--- config.mk ---
export PLATFORM = sky130hd
export DESIGN_NAME = psc_engine
export DESIGN_NICKNAME = d
export VERILOG_FILES = /design/src/pkg/psc_pkg.sv /design/src/rtl/psc_engine.sv
export VERILOG_INCLUDE_DIRS = /design/src /design/src/pkg
export SDC_FILE = /design/constraint.sdc
export NUM_CORES = 1
export LEC_CHECK = 0
export BUFFER_PORTS_ARGS = -buffer_cell sky130_fd_sc_hd__clkbuf_2
export CORE_AREA = 2 2 254 256
export DETAILED_ROUTE_END_ITERATION = 12
export DIE_AREA = 0 0 256 258
export HOLD_SLACK_MARGIN = 0.03
export PLACE_DENSITY = 0.66
export SETUP_SLACK_MARGIN = 0.3
export SLEW_MARGIN = 30
export SYNTH_ARGS = -nofsm -noshare
export SYNTH_HDL_FRONTEND = slang
export SYNTH_SLANG_ARGS = --single-unit
--- constraint.sdc ---
create_clock -name ref_clk -period 6.15 [get_ports ref_clk]
set_clock_uncertainty 0.15 [all_clocks]
set_input_delay 1.23 -clock ref_clk [delete_from_list [all_inputs] [get_ports ref_clk]]
set_output_delay 1.23 -clock ref_clk [all_outputs]
set_load 0.05 [all_outputs]
--- src/pkg/psc_regs.svh ---
// Constants of the post-search confirmation engine: structure offsets,
// field positions, fixed addresses.
// Assumes byte addresses on a 24-bit external memory read port.
`ifndef PSC_REGS_SVH
`define PSC_REGS_SVH

// ----------------------------------------
// Fixed default structure addresses
// ----------------------------------------
`define PSC_DEF_BASE      24'h001800
`define PSC_DEF_STRIDE_SH 7
`define PSC_ADDR_W        24

// ----------------------------------------
// Tree node dword indices
// ----------------------------------------
`define PSC_ND_KEY_HI     4'h0
`define PSC_ND_KEY_LO     4'h1
`define PSC_ND_LEFT       4'h2
`define PSC_ND_RIGHT      4'h3
`define PSC_ND_FIRST_CS   4'h4

// ----------------------------------------
// Confirmation structure layout
// ----------------------------------------
`define PSC_CS_CTRL       4'h0
`define PSC_CS_NEXT       4'h1
`define PSC_CS_HDR0       4'h2
`define PSC_CS_FT_EN      31
`define PSC_CS_AGAIN      30
`define PSC_CS_DEST_HI    29
`define PSC_CS_DEST_LO    28
`define PSC_CS_PROF_HI    27
`define PSC_CS_PROF_LO    24
`define PSC_CS_IDX_HI     7
`define PSC_CS_IDX_LO     0

// ----------------------------------------
// Default structure layout
// ----------------------------------------
`define PSC_DS_ACT_HI     31
`define PSC_DS_ACT_LO     30
`define PSC_DS_PROF_HI    27
`define PSC_DS_PROF_LO    24

`endif

--- src/pkg/psc_pkg.sv ---
// Types of the post-search confirmation engine.
// Assumes psc_regs.svh for the numeric layout.
`default_nettype none
package psc_pkg;

	typedef enum logic [1:0] {
		PSC_DEST_PDU  = 2'b00,
		PSC_DEST_CPU  = 2'b01,
		PSC_DEST_A    = 2'b10,
		PSC_DEST_B    = 2'b11
	} psc_dest_t;

	typedef enum logic [1:0] {
		PSC_ACT_ROUTE    = 2'b00,
		PSC_ACT_DISCARD  = 2'b01,
		PSC_ACT_TO_CPU   = 2'b10,
		PSC_ACT_RESEARCH = 2'b11
	} psc_act_t;

	typedef enum logic [2:0] {
		PSC_ST_IDLE = 3'b000,
		PSC_ST_NODE = 3'b001,
		PSC_ST_CS   = 3'b010,
		PSC_ST_FT   = 3'b011,
		PSC_ST_DEF  = 3'b100
	} psc_state_t;

	typedef struct packed {
		logic [55:0] crc;
		logic [3:0]  profile;
	} psc_key_t;

	typedef struct packed {
		psc_key_t         key;
		logic [23:0]      ft_ptr;
		logic [23:0]      root;
		logic [3:0]       hdr_len;
		logic [9:0][31:0] hdr;
	} psc_req_t;

	typedef struct packed {
		psc_act_t   act;
		psc_dest_t  dest;
		logic [3:0] profile;
		logic       dflt;
	} psc_res_t;

endpackage : psc_pkg
`default_nettype wire

--- src/rtl/psc_engine.sv ---
// Post-search confirmation engine: tree descent, confirmation chain,
// flow table check and fallback to the per-profile default structure.
// Assumes a same-clock memory read port answering one read at a time.
`timescale 1ns/1ps
`default_nettype none
`include "psc_regs.svh"

module psc_engine (
	// Clock and reset
	input  wire logic                ref_clk,
	input  wire logic                arst_n,
	input  wire logic                clk_en,
	// Search request
	input  wire logic                req_valid,
	input  wire psc_pkg::psc_req_t   req,
	output var  logic                req_ready,
	// Memory read port
	output var  logic                mem_rd,
	output var  logic [23:0]         mem_addr,
	input  wire logic                mem_rvalid,
	input  wire logic [31:0]         mem_rdata,
	// Result
	output var  logic                res_valid,
	output var  psc_pkg::psc_res_t   res,
	// Status
	output var  logic                fatal_err,
	input  wire logic                fatal_clr
);

	// ----------------------------------------
	// State
	// ----------------------------------------
	psc_pkg::psc_state_t state;
	psc_pkg::psc_req_t   cur;
	logic                pend;
	logic [3:0]          wcnt;
	logic [23:0]         base;
	logic [27:0]         nkey_hi;
	logic [31:0]         cs_ctrl;
	logic [23:0]         cs_next;
	logic                hdr_ok;
	logic                found;
	logic                dup;
	psc_pkg::psc_res_t   hit;

	logic [59:0] skey;
	logic [59:0] nkey;
	logic [3:0]  hidx;
	logic [7:0]  ft_idx;
	logic        hdr_eq;
	logic        ft_bit;

	assign skey   = {cur.key.crc, cur.key.profile};
	assign nkey   = {nkey_hi, mem_rdata};
	assign hidx   = wcnt - `PSC_CS_HDR0;
	assign hdr_eq = hdr_ok && (mem_rdata == cur.hdr[hidx]);
	assign ft_idx = cs_ctrl[`PSC_CS_IDX_HI:`PSC_CS_IDX_LO];
	assign ft_bit = mem_rdata[5'd31 - ft_idx[4:0]];

	// ----------------------------------------
	// Search sequencer
	// ----------------------------------------
	// Reads are strictly one at a time; a read answer that lands while
	// clk_en is low is not held here, the memory must hold it.
	always_ff @(posedge ref_clk or negedge arst_n) begin
		if (!arst_n) begin
			state     <= psc_pkg::PSC_ST_IDLE;
			cur       <= '0;
			pend      <= 1'b0;
			wcnt      <= 4'h0;
			base      <= 24'h000000;
			nkey_hi   <= 28'h0000000;
			cs_ctrl   <= 32'h00000000;
			cs_next   <= 24'h000000;
			hdr_ok    <= 1'b0;
			found     <= 1'b0;
			dup       <= 1'b0;
			hit       <= '0;
			req_ready <= 1'b0;
			mem_rd    <= 1'b0;
			mem_addr  <= 24'h000000;
			res_valid <= 1'b0;
			res       <= '0;
		end else if (clk_en) begin
			mem_rd    <= 1'b0;
			res_valid <= 1'b0;
			dup       <= 1'b0;
			req_ready <= (state == psc_pkg::PSC_ST_IDLE) && !(req_valid && req_ready);
			if (state != psc_pkg::PSC_ST_IDLE && !pend) begin
				mem_rd   <= 1'b1;
				mem_addr <= base + {18'h00000, wcnt, 2'b00};
				pend     <= 1'b1;
			end
			unique case (state)
				psc_pkg::PSC_ST_IDLE: begin
					if (req_valid && req_ready) begin
						cur   <= req;
						base  <= req.root;
						wcnt  <= `PSC_ND_KEY_HI;
						found <= 1'b0;
						state <= psc_pkg::PSC_ST_NODE;
					end
				end
				psc_pkg::PSC_ST_NODE: begin
					if (pend && mem_rvalid) begin
						pend <= 1'b0;
						unique case (wcnt)
							`PSC_ND_KEY_HI: begin
								nkey_hi <= mem_rdata[27:0];
								wcnt    <= `PSC_ND_KEY_LO;
							end
							`PSC_ND_KEY_LO: begin
								if (nkey == skey)
									wcnt <= `PSC_ND_FIRST_CS;
								else if (skey < nkey)
									wcnt <= `PSC_ND_LEFT;
								else
									wcnt <= `PSC_ND_RIGHT;
							end
							`PSC_ND_FIRST_CS: begin
								base  <= mem_rdata[23:0];
								wcnt  <= `PSC_CS_CTRL;
								state <= psc_pkg::PSC_ST_CS;
							end
							default: begin
								if (mem_rdata[23:0] == 24'h000000) begin
									base  <= `PSC_DEF_BASE +
										{13'h0000, cur.key.profile, 7'h00};
									wcnt  <= 4'h0;
									state <= psc_pkg::PSC_ST_DEF;
								end else begin
									base <= mem_rdata[23:0];
									wcnt <= `PSC_ND_KEY_HI;
								end
							end
						endcase
					end
				end
				psc_pkg::PSC_ST_CS: begin
					if (pend && mem_rvalid) begin
						pend <= 1'b0;
						if (wcnt == `PSC_CS_CTRL) begin
							cs_ctrl <= mem_rdata;
							hdr_ok  <= 1'b1;
							wcnt    <= `PSC_CS_NEXT;
						end else if (wcnt == `PSC_CS_NEXT) begin
							cs_next <= mem_rdata[23:0];
							wcnt    <= `PSC_CS_HDR0;
						end else if (hidx != cur.hdr_len - 4'h1) begin
							hdr_ok <= hdr_eq;
							wcnt   <= wcnt + 4'h1;
						end else if (hdr_eq && cs_ctrl[`PSC_CS_FT_EN]) begin
							base  <= cur.ft_ptr;
							wcnt  <= {1'b0, ft_idx[7:5]};
							state <= psc_pkg::PSC_ST_FT;
						end else if (hdr_eq) begin
							found <= 1'b1;
							dup   <= found;
							hit   <= '{psc_pkg::psc_act_t'(cs_ctrl[`PSC_CS_AGAIN] ?
								psc_pkg::PSC_ACT_RESEARCH : psc_pkg::PSC_ACT_ROUTE),
								psc_pkg::psc_dest_t'(cs_ctrl[`PSC_CS_DEST_HI:`PSC_CS_DEST_LO]),
								cs_ctrl[`PSC_CS_PROF_HI:`PSC_CS_PROF_LO], 1'b0};
							wcnt  <= 4'h0;
							state <= psc_pkg::PSC_ST_FT;
							pend  <= 1'b1;
							// Low hdr_ok tells the chain step no read is due
							hdr_ok <= 1'b0;
						end else begin
							wcnt  <= 4'h0;
							state <= psc_pkg::PSC_ST_FT;
							pend  <= 1'b1;
							hdr_ok <= 1'b0;
						end
					end
				end
				psc_pkg::PSC_ST_FT: begin
					// Also the chain step: entered with pend set and no read
					// issued when the flow check is skipped.
					if (pend && (mem_rvalid || !mem_rd && !hdr_ok || found && !hdr_ok)) begin
						pend <= 1'b0;
					end
					if (pend && (mem_rvalid && hdr_ok || !hdr_ok || wcnt == 4'h0 && !hdr_ok)) begin
						if (hdr_ok && mem_rvalid && ft_bit) begin
							found <= 1'b1;
							dup   <= found;
							hit   <= '{psc_pkg::psc_act_t'(cs_ctrl[`PSC_CS_AGAIN] ?
								psc_pkg::PSC_ACT_RESEARCH : psc_pkg::PSC_ACT_ROUTE),
								psc_pkg::psc_dest_t'(cs_ctrl[`PSC_CS_DEST_HI:`PSC_CS_DEST_LO]),
								cs_ctrl[`PSC_CS_PROF_HI:`PSC_CS_PROF_LO], 1'b0};
						end
						wcnt   <= 4'h0;
						hdr_ok <= 1'b0;
						pend   <= 1'b0;
						if (cs_next != 24'h000000) begin
							base  <= cs_next;
							state <= psc_pkg::PSC_ST_CS;
						end else if (found || (hdr_ok && mem_rvalid && ft_bit)) begin
							res_valid <= 1'b1;
							res       <= (hdr_ok && mem_rvalid && ft_bit && !found) ?
								psc_pkg::psc_res_t'{psc_pkg::psc_act_t'(cs_ctrl[`PSC_CS_AGAIN] ?
								psc_pkg::PSC_ACT_RESEARCH : psc_pkg::PSC_ACT_ROUTE),
								psc_pkg::psc_dest_t'(cs_ctrl[`PSC_CS_DEST_HI:`PSC_CS_DEST_LO]),
								cs_ctrl[`PSC_CS_PROF_HI:`PSC_CS_PROF_LO], 1'b0} : hit;
							state     <= psc_pkg::PSC_ST_IDLE;
						end else begin
							base  <= `PSC_DEF_BASE + {13'h0000, cur.key.profile, 7'h00};
							state <= psc_pkg::PSC_ST_DEF;
						end
					end
				end
				psc_pkg::PSC_ST_DEF: begin
					if (pend && mem_rvalid) begin
						pend      <= 1'b0;
						res_valid <= 1'b1;
						res       <= '{psc_pkg::psc_act_t'(mem_rdata[`PSC_DS_ACT_HI:`PSC_DS_ACT_LO]),
							psc_pkg::PSC_DEST_CPU,
							mem_rdata[`PSC_DS_PROF_HI:`PSC_DS_PROF_LO], 1'b1};
						state     <= psc_pkg::PSC_ST_IDLE;
					end
				end
				default: state <= psc_pkg::PSC_ST_IDLE;
			endcase
		end
	end

	// ----------------------------------------
	// Fatal duplicate-match flag
	// ----------------------------------------
	always_ff @(posedge ref_clk or negedge arst_n) begin
		if (!arst_n)
			fatal_err <= 1'b0;
		else if (clk_en) begin
			if (dup)
				fatal_err <= 1'b1;
			else if (fatal_clr)
				fatal_err <= 1'b0;
		end
	end

endmodule : psc_engine

`default_nettype wire

==> run summary <==
Worst slew margin -> 0.408
Largest cells by area after synthesis -> dfrtp_1 49%, mux2_2 19%, mux2i_1 4.5%, ha_1 3.1%, mux4_2 3.0%
Yosys warning count -> 0
Leading area contributor after synthesis -> dfrtp_1
Crit Path Max Fanout -> 24
Clock Power Share -> 0.226
Hold depth -> 2
Critical path depth -> 12
Worst skew pair latency -> 0.65 ns
Clock tree from TritonCTS -> yes
CP bufs+invs -> 2
Drt pass-1 iters -> 5
IO Count -> 507
Combinational power share -> 0.405
Setup Buffers After CTS -> 0
Number of synthesized flops with an enable pin -> 0
Switching Fraction -> 0.375
GP Congestion -> 0.906
Num CTS Buffers -> 61
Worst Tran Pin Value -> 0.887 ns
PwrDens -> 509 nW/um^2
Max Buffers Root-to-Sink -> 3
Status -> completed
CTS sink count -> 555
Net count after synthesis -> 2853
Clk pin slew, worst setup/hold paths -> 0.06 ns
Crit path cell chain -> inv_1, ha_2, and2_1, nand2_1, o21ai_0, o211ai_1, or4_1, nor4_2, nand4_2, a21oi_4, buf_4, mux2_2
H-tree levels -> 2
Psw -> 0.00642 W
Initial Util -> 0.442
Final core utilization -> 0.529
Final setup vio count -> 0
Asr flop ratio synth -> 1.00
Area growth syn-to-layout -> 19.6%
Critical Path AT -> 5.75 ns
Largest net degree at the start of global routing -> 150
Synth top cells by count -> 555 x dfrtp_1, 471 x mux2_2, 126 x mux2i_1
Reg power frac -> 0.369
Die ar. -> 66000 sq um
RSZ-0062 raised after global routing -> no
Crit path max-delay family -> simple AND/OR/NAND/NOR gates
Leakage Power -> 15.7 nW
# DRC -> 0
Chip height -> 258 um
Worst EP required -> 6.53 ns
Max Clk Rate -> 186 MHz
Netlist cell types -> 75
Die Wd -> 256 um
Maximum vdd drop -> 0.000294 V
Root buffer cell -> clkbuf_16
Period Utilization, post-route -> 0.873
Initial antenna violation count -> 16
Tmin final -> 5.37 ns
Hold_buf cts -> 0
Final hold violation count -> 0
Num rows -> 93
DRT iter0 DRCs -> 1731
Crit end category -> flip-flop
CP peak stage delay -> 0.67 ns
Final wirelength -> 94500 um
Max Cap Viol -> 0
Routed vias/inst -> 5.74
Gate Count Post-Synth -> 2312
Mapped Area -> 28200 sq um
HPWL Detailed -> 72000 um
Critical path's slowest cell -> ha_2
Core Area -> 63600 sq um
Global-route usage over all layers -> 0.283
GRT overflow -> 0
Post-CTS sizing -> 0
Synth Register Bits -> 555
R2R depth -> 12
Setup CP Type -> reg2reg
Most numerous cell in the Yosys netlist -> dfrtp_1
Layout cells sized above 1 -> 0.426
Antenna viol nets, final -> 0
Slew Viols, Final -> 0
Yosys top cell area share -> 0.493
Nets -> 3320
Vias in the first global route -> 22300
CP Launch Type -> flip-flop
Avg Cell Area, Syn -> 12.2 sq um
Register area share after synthesis -> 0.493
DR WL/cell -> 25.6 um
First-pass GRT wire length -> 140000 um
Setup tns final -> 0 ns
Hold WC Path Type -> reg2reg
Ys flop type -> dfrtp_1
Pint -> 0.0107 W
I/O Buffers -> 506
Via count -> 21200
## registers in the layout, summed over array words and instances, names as in the netlist, 3 cells and up
register and count:
res 9, mem_addr 24, cs_ctrl 16, cur 408, base 24, nkey_hi 28
state 3, wcnt 4, cs_next 24, hit 7
## layout by cell type, fill, tap and decap left out, types with 8 or more instances in the layout
cell type	n
mux2_4	14
and3_1	8
clkbuf_8	16
xnor2_1	20
o31ai_1	11
a21oi_1	48
nand2_1	125
buf_4	34
xor2_1	10
clkbuf_2	505
nand4_1	31
o22ai_1	19
a21o_1	22
nor4_1	27
mux2_2	471
a22o_1	8
o21ai_0	117
a221oi_1	14
inv_1	84
diode_2	12
mux4_2	38
nand3_1	34
nor2_1	83
a22oi_1	28
dfrtp_1	553
mux2i_1	126
o211ai_1	8
ha_1	69
clkinv_2	16
nor2b_1	11
and2_1	8
nor3_1	35
a221o_1	8
or3_1	8
nand2b_1	22
clkbuf_16	61
a211oi_1	12
## layer usage
layer  wire length [um]  vias up  GRT usage
met1              38000    10800      0.359
met4               3690        4      0.105
met5                 25        -          0
met3               6410      176     0.0545
met2              46400      820      0.481
li1                   -     9454          -
## final cells by class
type / count / area (sq um)
fill: 5614 / 30000
sequential: 555 / 13900
multi-input combinational: 1531 / 13300
timing repair buffer: 546 / 2920
clock buffer: 82 / 1770
tap: 855 / 1070
clock inverter: 31 / 372
inverter: 84 / 315
antenna: 12 / 30.0
## logic make-up (layout without fill, tap and decap cells)
logic type | after synthesis | in the layout | synth area share
multiplexers | 650 | 650 | 0.272
other | 0 | 12 | 0
AND/OR/NAND/NOR | 434 | 434 | 0.0769
flip-flops | 555 | 555 | 0.493
AO/OA/AOI/OAI | 344 | 344 | 0.0800
XOR/XNOR | 32 | 32 | 0.00995
buffers and inverters | 226 | 743 | 0.0363
adder cells (fa/ha/maj) | 71 | 71 | 0.0318
## worst paths after layout
path	startpoint	end	slack (ns)
max in group asynchronous	arst_n	cur[222]$_DFFE_PN0P_	4.06
worst min register to register	base[0]$_DFFE_PN0P_	mem_addr[0]$_DFFE_PN0P_	0.33
worst min-delay path	base[0]$_DFFE_PN0P_	mem_addr[0]$_DFFE_PN0P_	0.33
min in group asynchronous	arst_n	nkey_hi[22]$_DFFE_PN0P_	0.48
worst max-delay path	wcnt[2]$_DFFE_PN0P_	base[2]$_DFFE_PN0P_	0.78
worst max register to register	wcnt[2]$_DFFE_PN0P_	base[2]$_DFFE_PN0P_	0.78
## through the flow
stage | hold WS [ns] | instances | total power, W | cell area (sq um) | worst slack, ns
after global placement | 0.313 | 3571 | 0.0131 | 31500 | 0.974
after detailed placement | 0.308 | 3571 | 0.0133 | 31500 | 0.880
after floorplan | 0.285 | 2312 | 0.0110 | 28200 | 1.45
after CTS | 0.322 | 3684 | 0.0172 | 33600 | 0.859
after global routing | 0.363 | 3694 | 0.0181 | 33700 | 0.573
final | 0.331 | 3696 | 0.0171 | 33700 | 0.783
## power by group through the flow
stage | clock (W) | sequential (W) | combinational, W
finish | 0.00388 | 0.00632 | 0.00694
global route | 0.00409 | 0.00653 | 0.00745
CTS | 0.00394 | 0.00634 | 0.00694
detailed placement | 0 | 0.00640 | 0.00690
global placement | 0 | 0.00632 | 0.00674
floorplan | 0 | 0.00629 | 0.00468
## worst min-delay path, cell delays in order (launching register included)
cell     delay (ns)
dfrtp_1        0.34
nand2_1        0.05
nand2_1        0.05
Power figures use the tool's default switching activity.
